**src/core/acr_pkg.sv**
```systemverilog
// Package for the amplifier control register bank: offsets, field positions, reset values.
package acr_pkg;

   localparam int ACR_ADDR_W = 8;
   localparam int ACR_DATA_W = 8;

   // Register offsets.
   localparam logic [7:0] ACR_AMP1_CONTROL_OFS = 8'h1b;
   localparam logic [7:0] ACR_AMP2_CONTROL_OFS = 8'h1c;
   localparam logic [7:0] ACR_AMP3_CONTROL_OFS = 8'h1d;
   localparam logic [7:0] ACR_AMP_IRQ_READOUT_OFS = 8'h1e;
   localparam logic [7:0] ACR_VREF_SELECT_CONTROL_OFS = 8'h1f;

   // Reset values.
   localparam logic [7:0] ACR_AMP_CONTROL_RST = 8'h00;
   localparam logic [7:0] ACR_IRQ_READOUT_RST = 8'h00;
   localparam logic [7:0] ACR_VREF_CONTROL_RST = 8'h00;
   localparam logic ACR_AMP3_POWER_RST = 1'b0;
   localparam logic [7:0] ACR_UNMAPPED_READ = 8'h00;

   // Programmable amplifier control register fields.
   localparam int ACR_AUTOZERO_BIT = 7;
   localparam int ACR_GAIN_MSB = 6;
   localparam int ACR_GAIN_LSB = 4;
   localparam int ACR_PLUS_MSB = 3;
   localparam int ACR_PLUS_LSB = 2;
   localparam int ACR_MINUS_MSB = 1;
   localparam int ACR_MINUS_LSB = 0;

   // Third amplifier control register field.
   localparam int ACR_AMP3_POWER_BIT = 7;

   // Interrupt and readout register fields.
   localparam int ACR_AMP1_IRQ_ENABLE_BIT = 7;
   localparam int ACR_AMP1_IRQ_POLARITY_BIT = 6;
   localparam int ACR_AMP1_OUT_VALUE_BIT = 5;
   localparam int ACR_AMP1_POWER_BIT = 4;
   localparam int ACR_AMP2_IRQ_ENABLE_BIT = 3;
   localparam int ACR_AMP2_IRQ_POLARITY_BIT = 2;
   localparam int ACR_AMP2_OUT_VALUE_BIT = 1;
   localparam int ACR_AMP2_POWER_BIT = 0;
   localparam logic [7:0] ACR_IRQ_WRITE_MASK = 8'hdd;

   // Reference control register fields.
   localparam int ACR_REF2_ENABLE_BIT = 7;
   localparam int ACR_REF2_LEVEL_MSB = 6;
   localparam int ACR_REF2_LEVEL_LSB = 4;
   localparam int ACR_REF1_ENABLE_BIT = 3;
   localparam int ACR_REF1_LEVEL_MSB = 2;
   localparam int ACR_REF1_LEVEL_LSB = 0;

   // Field encodings.
   localparam logic [2:0] ACR_GAIN_COMPARATOR = 3'h7;
   localparam logic [1:0] ACR_PLUS_REF = 2'h0;
   localparam logic [1:0] ACR_PLUS_PIN = 2'h1;
   localparam logic [1:0] ACR_PLUS_BANDGAP = 2'h2;
   localparam logic [1:0] ACR_PLUS_FLOAT = 2'h3;
   localparam logic [1:0] ACR_MINUS_GROUND = 2'h0;
   localparam logic [1:0] ACR_MINUS_FLOAT = 2'h1;

   // Whole state of the block.
   typedef struct packed {
      logic [7:0] amp1_control;
      logic [7:0] amp2_control;
      logic amp3_power_on;
      logic [7:0] irq_control;
      logic [7:0] vref_control;
      logic [1:0] cmp_meta;
      logic [1:0] cmp_sync;
      logic [7:0] rd_data;
   } acr_state_s;

   localparam acr_state_s ACR_STATE_RST = '{
      amp1_control: ACR_AMP_CONTROL_RST,
      amp2_control: ACR_AMP_CONTROL_RST,
      amp3_power_on: ACR_AMP3_POWER_RST,
      irq_control: ACR_IRQ_READOUT_RST,
      vref_control: ACR_VREF_CONTROL_RST,
      cmp_meta: 2'h0,
      cmp_sync: 2'h0,
      rd_data: 8'h00
   };

endpackage

```
**src/core/acr_amp_control_regs.sv**
```systemverilog
// Control registers, comparator readout and interrupt requests of the amplifier module.
//
// Chosen here: the address-and-strobe port and the register offsets.
`timescale 1ns/10ps
`default_nettype none

module acr_amp_control_regs
   import acr_pkg::*;
(
   // Clock and reset.
   input wire logic ref_clk_in,
   input wire logic rst_n_in,
   // Register port.
   input wire logic [ACR_ADDR_W-1:0] reg_addr_in,
   input wire logic [ACR_DATA_W-1:0] reg_wdata_in,
   input wire logic reg_write_in,
   input wire logic reg_read_in,
   output logic [ACR_DATA_W-1:0] reg_rdata_out,
   // Schmitt-filtered comparator outputs from the analog side.
   input wire logic amp1_cmp_in,
   input wire logic amp2_cmp_in,
   // Global interrupt mask from the condition code register.
   input wire logic irq_mask_in,
   // Interrupt requests and wake-up.
   output logic amp1_irq_req_out,
   output logic amp2_irq_req_out,
   output logic amp1_cpu_irq_out,
   output logic amp2_cpu_irq_out,
   output logic wake_out,
   // Amplifier 1 analog controls.
   output logic amp1_autozero_out,
   output logic [2:0] amp1_gain_sel_out,
   output logic [1:0] amp1_plus_src_out,
   output logic [1:0] amp1_minus_src_out,
   output logic amp1_noninv_out,
   output logic amp1_comparator_out,
   output logic amp1_minus_ground_out,
   output logic amp1_minus_float_out,
   output logic amp1_minus_pin_out,
   output logic amp1_power_on_out,
   // Amplifier 2 analog controls.
   output logic amp2_autozero_out,
   output logic [2:0] amp2_gain_sel_out,
   output logic [1:0] amp2_plus_src_out,
   output logic [1:0] amp2_minus_src_out,
   output logic amp2_noninv_out,
   output logic amp2_comparator_out,
   output logic amp2_minus_ground_out,
   output logic amp2_minus_float_out,
   output logic amp2_minus_pin_out,
   output logic amp2_power_on_out,
   // Amplifier 3 and module power.
   output logic amp3_power_on_out,
   output logic module_enable_out,
   // Reference voltages.
   output logic ref1_enable_out,
   output logic [2:0] ref1_level_out,
   output logic ref1_to_plus_out,
   output logic ref2_enable_out,
   output logic [2:0] ref2_level_out,
   output logic ref2_to_plus_out,
   output logic ref_cell_enable_out
);

   ////////////////////////////////////////////////////////////////////////////
   // Helper functions shared by both programmable amplifiers.

   // Inverting for the reference and bandgap sources, non-inverting for the pin and floating input.
   function automatic logic plus_is_noninv(input logic [1:0] plus_src);
      plus_is_noninv = (plus_src == ACR_PLUS_PIN) || (plus_src == ACR_PLUS_FLOAT);
   endfunction

   // One-hot decode of the negative input selection.
   function automatic logic [2:0] minus_decode(input logic [1:0] minus_src);
      logic [2:0] sel;
      sel = 3'h0;
      if (minus_src[1]) begin
         sel[2] = 1'b1;
      end else if (minus_src == ACR_MINUS_FLOAT) begin
         sel[1] = 1'b1;
      end else begin
         sel[0] = 1'b1;
      end
      minus_decode = sel;
   endfunction

   // Read view of the interrupt register: value bits come from the synchronised comparators.
   function automatic logic [7:0] irq_view(input logic [7:0] ctrl, input logic [1:0] cmp);
      logic [7:0] view;
      view = ctrl & ACR_IRQ_WRITE_MASK;
      view[ACR_AMP1_OUT_VALUE_BIT] = cmp[0];
      view[ACR_AMP2_OUT_VALUE_BIT] = cmp[1];
      irq_view = view;
   endfunction

   ////////////////////////////////////////////////////////////////////////////
   // State register and next-state logic.

   acr_state_s st;
   acr_state_s next_st;
   logic [2:0] amp1_minus_dec;
   logic [2:0] amp2_minus_dec;

   always_comb begin
      next_st = st;
      // Comparator outputs are asynchronous to the system clock.
      next_st.cmp_meta = {amp2_cmp_in, amp1_cmp_in};
      next_st.cmp_sync = st.cmp_meta;
      if (reg_write_in) begin
         case (reg_addr_in)
            ACR_AMP1_CONTROL_OFS: begin
               next_st.amp1_control = reg_wdata_in;
            end
            ACR_AMP2_CONTROL_OFS: begin
               next_st.amp2_control = reg_wdata_in;
            end
            ACR_AMP3_CONTROL_OFS: begin
               next_st.amp3_power_on = reg_wdata_in[ACR_AMP3_POWER_BIT];
            end
            ACR_AMP_IRQ_READOUT_OFS: begin
               next_st.irq_control = reg_wdata_in & ACR_IRQ_WRITE_MASK;
            end
            ACR_VREF_SELECT_CONTROL_OFS: begin
               next_st.vref_control = reg_wdata_in;
            end
            default: begin
               next_st.irq_control = st.irq_control;
            end
         endcase
      end
      // Read data stands only in the cycle after the read strobe.
      next_st.rd_data = 8'h00;
      if (reg_read_in) begin
         case (reg_addr_in)
            ACR_AMP1_CONTROL_OFS: begin
               next_st.rd_data = st.amp1_control;
            end
            ACR_AMP2_CONTROL_OFS: begin
               next_st.rd_data = st.amp2_control;
            end
            ACR_AMP3_CONTROL_OFS: begin
               next_st.rd_data = {st.amp3_power_on, 7'h00};
            end
            ACR_AMP_IRQ_READOUT_OFS: begin
               next_st.rd_data = irq_view(st.irq_control, st.cmp_sync);
            end
            ACR_VREF_SELECT_CONTROL_OFS: begin
               next_st.rd_data = st.vref_control;
            end
            default: begin
               next_st.rd_data = ACR_UNMAPPED_READ;
            end
         endcase
      end
   end

   always_ff @(posedge ref_clk_in or negedge rst_n_in) begin
      if (!rst_n_in) begin
         st <= ACR_STATE_RST;
      end else begin
         st <= next_st;
      end
   end

   ////////////////////////////////////////////////////////////////////////////
   // Interrupt requests.

   // Level requests with no latched flag: they drop as soon as the match or the enable goes away.
   assign amp1_irq_req_out = st.irq_control[ACR_AMP1_IRQ_ENABLE_BIT]
      && (st.cmp_sync[0] == st.irq_control[ACR_AMP1_IRQ_POLARITY_BIT]);
   assign amp2_irq_req_out = st.irq_control[ACR_AMP2_IRQ_ENABLE_BIT]
      && (st.cmp_sync[1] == st.irq_control[ACR_AMP2_IRQ_POLARITY_BIT]);
   assign amp1_cpu_irq_out = amp1_irq_req_out && !irq_mask_in;
   assign amp2_cpu_irq_out = amp2_irq_req_out && !irq_mask_in;
   // Wake-up does not look at the mask, since halt entry clears it anyway.
   assign wake_out = amp1_irq_req_out || amp2_irq_req_out;

   ////////////////////////////////////////////////////////////////////////////
   // Analog controls.

   assign reg_rdata_out = st.rd_data;

   assign amp1_minus_dec = minus_decode(st.amp1_control[ACR_MINUS_MSB:ACR_MINUS_LSB]);
   assign amp2_minus_dec = minus_decode(st.amp2_control[ACR_MINUS_MSB:ACR_MINUS_LSB]);

   assign amp1_autozero_out = st.amp1_control[ACR_AUTOZERO_BIT];
   assign amp1_gain_sel_out = st.amp1_control[ACR_GAIN_MSB:ACR_GAIN_LSB];
   assign amp1_plus_src_out = st.amp1_control[ACR_PLUS_MSB:ACR_PLUS_LSB];
   assign amp1_minus_src_out = st.amp1_control[ACR_MINUS_MSB:ACR_MINUS_LSB];
   assign amp1_noninv_out = plus_is_noninv(amp1_plus_src_out);
   assign amp1_comparator_out = amp1_gain_sel_out == ACR_GAIN_COMPARATOR;
   assign amp1_minus_ground_out = amp1_minus_dec[0];
   assign amp1_minus_float_out = amp1_minus_dec[1];
   assign amp1_minus_pin_out = amp1_minus_dec[2];
   assign amp1_power_on_out = st.irq_control[ACR_AMP1_POWER_BIT];

   assign amp2_autozero_out = st.amp2_control[ACR_AUTOZERO_BIT];
   assign amp2_gain_sel_out = st.amp2_control[ACR_GAIN_MSB:ACR_GAIN_LSB];
   assign amp2_plus_src_out = st.amp2_control[ACR_PLUS_MSB:ACR_PLUS_LSB];
   assign amp2_minus_src_out = st.amp2_control[ACR_MINUS_MSB:ACR_MINUS_LSB];
   assign amp2_noninv_out = plus_is_noninv(amp2_plus_src_out);
   assign amp2_comparator_out = amp2_gain_sel_out == ACR_GAIN_COMPARATOR;
   assign amp2_minus_ground_out = amp2_minus_dec[0];
   assign amp2_minus_float_out = amp2_minus_dec[1];
   assign amp2_minus_pin_out = amp2_minus_dec[2];
   assign amp2_power_on_out = st.irq_control[ACR_AMP2_POWER_BIT];

   // On parts without the third amplifier, software must leave this bit clear.
   assign amp3_power_on_out = st.amp3_power_on;
   assign module_enable_out = amp1_power_on_out || amp2_power_on_out || amp3_power_on_out;

   assign ref1_enable_out = st.vref_control[ACR_REF1_ENABLE_BIT];
   assign ref1_level_out = st.vref_control[ACR_REF1_LEVEL_MSB:ACR_REF1_LEVEL_LSB];
   assign ref1_to_plus_out = (amp1_plus_src_out == ACR_PLUS_REF) && ref1_enable_out;
   assign ref2_enable_out = st.vref_control[ACR_REF2_ENABLE_BIT];
   assign ref2_level_out = st.vref_control[ACR_REF2_LEVEL_MSB:ACR_REF2_LEVEL_LSB];
   assign ref2_to_plus_out = (amp2_plus_src_out == ACR_PLUS_REF) && ref2_enable_out;
   // The resistive ladder idles when neither reference is enabled.
   assign ref_cell_enable_out = ref1_enable_out || ref2_enable_out;

endmodule

`default_nettype wire

```
**config.mk**
```make
export PLATFORM = sky130hd
export DESIGN_NAME = acr_amp_control_regs
export DESIGN_NICKNAME = d
export VERILOG_FILES = /design/src/core/acr_pkg.sv /design/src/core/acr_amp_control_regs.sv
export SDC_FILE = /design/constraint.sdc
export NUM_CORES = 1
export LEC_CHECK = 0
export BUFFER_PORTS_ARGS = -buffer_cell sky130_fd_sc_hd__buf_2
export CORE_MARGIN = 2
export CORE_UTILIZATION = 50
export DETAILED_ROUTE_END_ITERATION = 6
export PLACE_DENSITY = 0.9
export SLEW_MARGIN = 15
export SYNTH_ARGS = -nofsm -noshare
export SYNTH_HDL_FRONTEND = slang
export SYNTH_SLANG_ARGS = --single-unit
```
**constraint.sdc**
```tcl
create_clock -name ref_clk_in -period 2.4 [get_ports ref_clk_in]
set_input_delay 0.24 -clock ref_clk_in [delete_from_list [all_inputs] [get_ports ref_clk_in]]
set_output_delay 0.24 -clock ref_clk_in [all_outputs]
set_load 0.02 [all_outputs]
```
# Yosys cells after proc, flatten, opt, wreduce, memory -nomap -nowiden
# Index checks and enable logic that the tools add are counted.
# totals
register_bits,43
in_bits,23
# classes
n_eq_ne,15
n_mux,10
reduce_logical,20
# op_table
cell,n
$eq 8x5->1 const B,5
$pmux 8 s5,1
$reduce_and 2->1,5
$eq 2x1->1 const B,4
$mux 8,1
$eq 3x3->1 const B,2
$logic_and 1x1->1,6
$logic_or 1x1->1,6
$mux 1,6
$eq 2x2->1 const B,2
$logic_not 2->1,2
$mux 2,2
$eq 1x1->1,2
$logic_not 1->1,1

# Longest topological paths before layout
# depth
ltp_word,3
depth_mapped,5
ltp_nobuf,3

# Worst setup path before layout
# OpenSTA, ideal clock, no wires.
# synth_path
path_type,input to register
start,input reg_addr_in[5]
end,register st (netlist bit amp2_autozero_out)
arrival_ns,1.671
path_stages,5
setup_ns,0.125
setup_slack_ns,0.604
n_path_buf,2
required_ns,2.275
cell_sequence,or3b_1 buf_6 or4_4 buf_6 mux2_4
# synth_via
elab_chain_cells,2
# synth_lines
element,line,source
start: declaration,acr_amp_control_regs.sv:14,"input wire logic [ACR_ADDR_W-1:0] reg_addr_in,"
$eq 8x5->1,acr_amp_control_regs.sv:110,case (reg_addr_in)
$reduce_and 2->1 (no source line),-,
end signal: assignment,acr_amp_control_regs.sv:161,st <= next_st;
end: declaration,acr_amp_control_regs.sv:99,acr_state_s st;
# Every way passes these cells.
# A chain may end at the register's enable or synchronous reset.

# Final worst setup path
# layout_path
start,input reg_addr_in[5]
end,register st (netlist bit ref2_level_out[2])
# Same word-level chain as after synthesis.

==> metrics.txt <==
Hold Path Stages=1; area of the core=4324 um2; dominant register cell in the synthesized netlist=sky130_fd_sc_hd__dfrtp_1; count of different cell masters after synthesis=35; die outline area=5009 um2; count of flip-flops with a built-in enable after synthesis=0; final critical delay including setup and external delays=1.694 ns; Vias=1491; average vias per placed instance=5.287; Final Hold Fails=0; post-route clock skew=0.004901 ns; #FFs+latches synth=43; endpoint of the worst hold path=next_st[8]$_DFF_PN0_; crit path capture type=register; Worst Max-Slew Pin Slew=0.9303 ns; worst setup path category=input pin to register; Post-Place Cells=276; initial cell density of the core=51.56%; r2r worst-path depth=3; post-layout net count=254; power per unit of standard cell area=561.1 nW/um2; Reg power frac=55.6%; hold wc startpoint=amp1_cmp_in; FF-to-FF setup slack=1.33 ns; setup-violating endpoint count in the final report=0; dominant cell type by area after synthesis=sky130_fd_sc_hd__dfrtp_1; TritonCTS clock tree=yes; LEAKAGE=1.409 nW; total half-perimeter wirelength after legalization and detailed placement=3392 um; average routed wire per standard cell=16.10 um; sequential share of the synthesized area=48.26%; top cells by area in the synthesized netlist=sky130_fd_sc_hd__dfrtp_1, sky130_fd_sc_hd__mux2_2, sky130_fd_sc_hd__buf_4; Required @ worst endpoint=2.58 ns; net switching power of the design=0.3733 mW; FFs w/ async S/R, synth=100.0%; Layout Cells excl Fill=282; DIE HEIGHT=70.78 um; type of the worst min-delay path=input pin to register; final max-slew violation count=0; overall routing resource usage=18.82%; biggest fanout along the worst timing path=6; total I/O pin count=77; buffer cell driving the clock tree root=sky130_fd_sc_hd__clkbuf_8; H-tree depth=2; Die Span X=70.78 um; mean post-synth cell area=12.12 um2; proportion of power drawn by combinational gates=14.6%; final cycle utilization of the critical path=70.60%; Longest Clk Path Bufs=2; clock insertion delay at the later pin of the skew report=0.29 ns; clock network fraction of total power=29.8%; commonest cells in the synthesized netlist=sky130_fd_sc_hd__dfrtp_1, sky130_fd_sc_hd__mux2_2, sky130_fd_sc_hd__buf_4, sky130_fd_sc_hd__nand2_1, sky130_fd_sc_hd__mux2_4; critical path arrival=1.88 ns; net switching share of the total power=26.60%; headroom to the max-slew limit=37.98%; register clock-pin slew on the reported worst setup and hold paths=0.07 ns; setup repair after global routing missed its margin=no; residual overflow from global routing=0; fraction of final layout cells sized beyond drive strength 1=54.78%; area overhead of the layout relative to synthesis=12.18%; row count=24; Cells after Synth=184; combined flip-flop and latch cell area=1076 um2; count of hold buffers inserted by post-cts repair=0; startpoint of the lowest-slack register-to-register path=st[8]$_DFF_PN0_; status=finished, final reports clean; antenna violations before repair=0; total wirelength of the detailed-routed design=4540 um; R2R Path End=reg_rdata_out[5]$_DFF_PN0_; CP startpoint kind=input pin; vias in the first global route=1467; total negative setup slack=0 ns; Final ANT Viol Nets=0; Syn. warnings=0; count of maximum capacitance violations=0; final estimated routing congestion in global placement=0.8276; DRC Markers=0; number of search-and-repair iterations in the first detailed-routing pass=4; worst vdd ir=209.2 uV; wire length of the first global-routing pass=7196 um; number of antenna repair diodes=0; TritonCTS buffer count=5; area of the mapped netlist=2230 um2; Overall Power=1.403 mW; buffers added on ports=76; number of fill cells in the layout=379; area share of the leading cell type in the synthesized netlist=48.26%; number of sinks driven by the clock tree=43; quantity of gates resized following cts=0; internal portion of total power=1.030 mW; number of setup buffers added after CTS=0; Fmax achieved=590.2 MHz; total nets after synthesis=207; violation count after the first detailed-route iteration=85; total area of multi-input combinational cells=865.8 um2; leading cell type by number of instances after synthesis=sky130_fd_sc_hd__dfrtp_1; maximum number of pins on one net before global-route repair=44
[power by group through the flow]
| stage | Combinational, mW | Sequential, mW | Clock (mW) |
|---|---|---|---|
| after floorplan | 0.139 | 0.795 | 0 |
| after global placement | 0.202 | 0.793 | 0 |
| after detailed placement | 0.206 | 0.794 | 0 |
| after CTS | 0.207 | 0.780 | 0.431 |
| after global routing | 0.220 | 0.785 | 0.464 |
| final | 0.205 | 0.780 | 0.419 |
[layer usage]
| metal | up-vias | GRT usage (%) | share of wire [%] |
|---|---|---|---|
| met3 | 7 | 5.128 | 6.9 |
| met1 | 727 | 25.33 | 43 |
| met2 | 55 | 29.28 | 48 |
| met5 | - | 0 | 0 |
| met4 | 0 | 7.128 | 1.4 |
| li1 | 702 | - | - |
[registers in the layout (all words and copies together) (netlist names), 3 cells and up]
name	cells
amp1_gain_sel_out	3
amp2_gain_sel_out	3
reg_rdata_out	8
ref1_level_out	3
ref2_level_out	3
st	6
[worst max-delay path, cell delays in order]
cell                     delay (ns)
sky130_fd_sc_hd__buf_2         0.09
sky130_fd_sc_hd__or3b_1        0.52
sky130_fd_sc_hd__nor3_2        0.44
sky130_fd_sc_hd__buf_4         0.24
sky130_fd_sc_hd__mux2_2        0.34
[placed cells by master, fill, tap and decap left out, drive strengths merged]
cell type and instances:
nor2 5, nor4b 2, nand4b 1, a21oi 7
or3 2, nand2b 1, nand4 1, a22oi 6
or4b 1, clkbuf 6, o32a 1, xnor2 2
mux2i 3, a31oi 1, buf 79, or2 1
and3 2, inv 5, nor3 1, nor3b 3
or4 1, dfrtp 43, and2 1, or3b 1
o21ai 1, nor4 1, and3b 3, mux2 37
nor2b 2, nand2 10
[cell families (layout without fill, tap and decap cells)]
group	count (synthesis)	after routing	share of synthesized area (%)
xor+xnor	2	2	0.7858
compound gates	16	16	4.545
flops	43	43	48.26
simple gates	39	39	12.12
mux	40	40	21.38
buf+inv	44	90	12.91
[how the worst max path moves through the flow]
stage / slack [ns] / cells after the start / from / end
floorplan: 0.60 / 5 / reg_addr_in[5] / amp2_autozero_out$_DFFE_PN0P_
global placement: 0.44 / 4 / reg_addr_in[5] / amp2_autozero_out$_DFFE_PN0P_
detailed placement: 0.40 / 4 / reg_addr_in[5] / amp1_plus_src_out[1]$_DFFE_PN0P_
CTS: 0.72 / 5 / reg_addr_in[5] / ref2_level_out[2]$_DFFE_PN0P_
global route: 0.66 / 5 / reg_addr_in[5] / ref1_level_out[2]$_DFFE_PN0P_
finish: 0.71 / 5 / reg_addr_in[5] / ref2_level_out[2]$_DFFE_PN0P_
[cell type report]
class	count	area share, %
inverters	5	0.7504
clock buffers	6	2.901
repair buffers	79	16.11
well taps	52	2.601
flip-flops and latches	43	43.02
multi-input cells	97	34.62
[stage by stage]
stage               utilization [%]  worst slack [ns]  hold slack [ns]  cell area (um2)
floorplan                         -            0.6041         -0.05559             2230
global placement              56.16            0.4351           0.3314             2429
detailed placement            56.16            0.3966           0.3347             2429
CTS                           57.84            0.7167          0.03924             2501
global route                  57.84            0.6568          0.03060             2501
finish                        57.84            0.7057          0.04580             2501
Power figures use the tool's default switching activity.
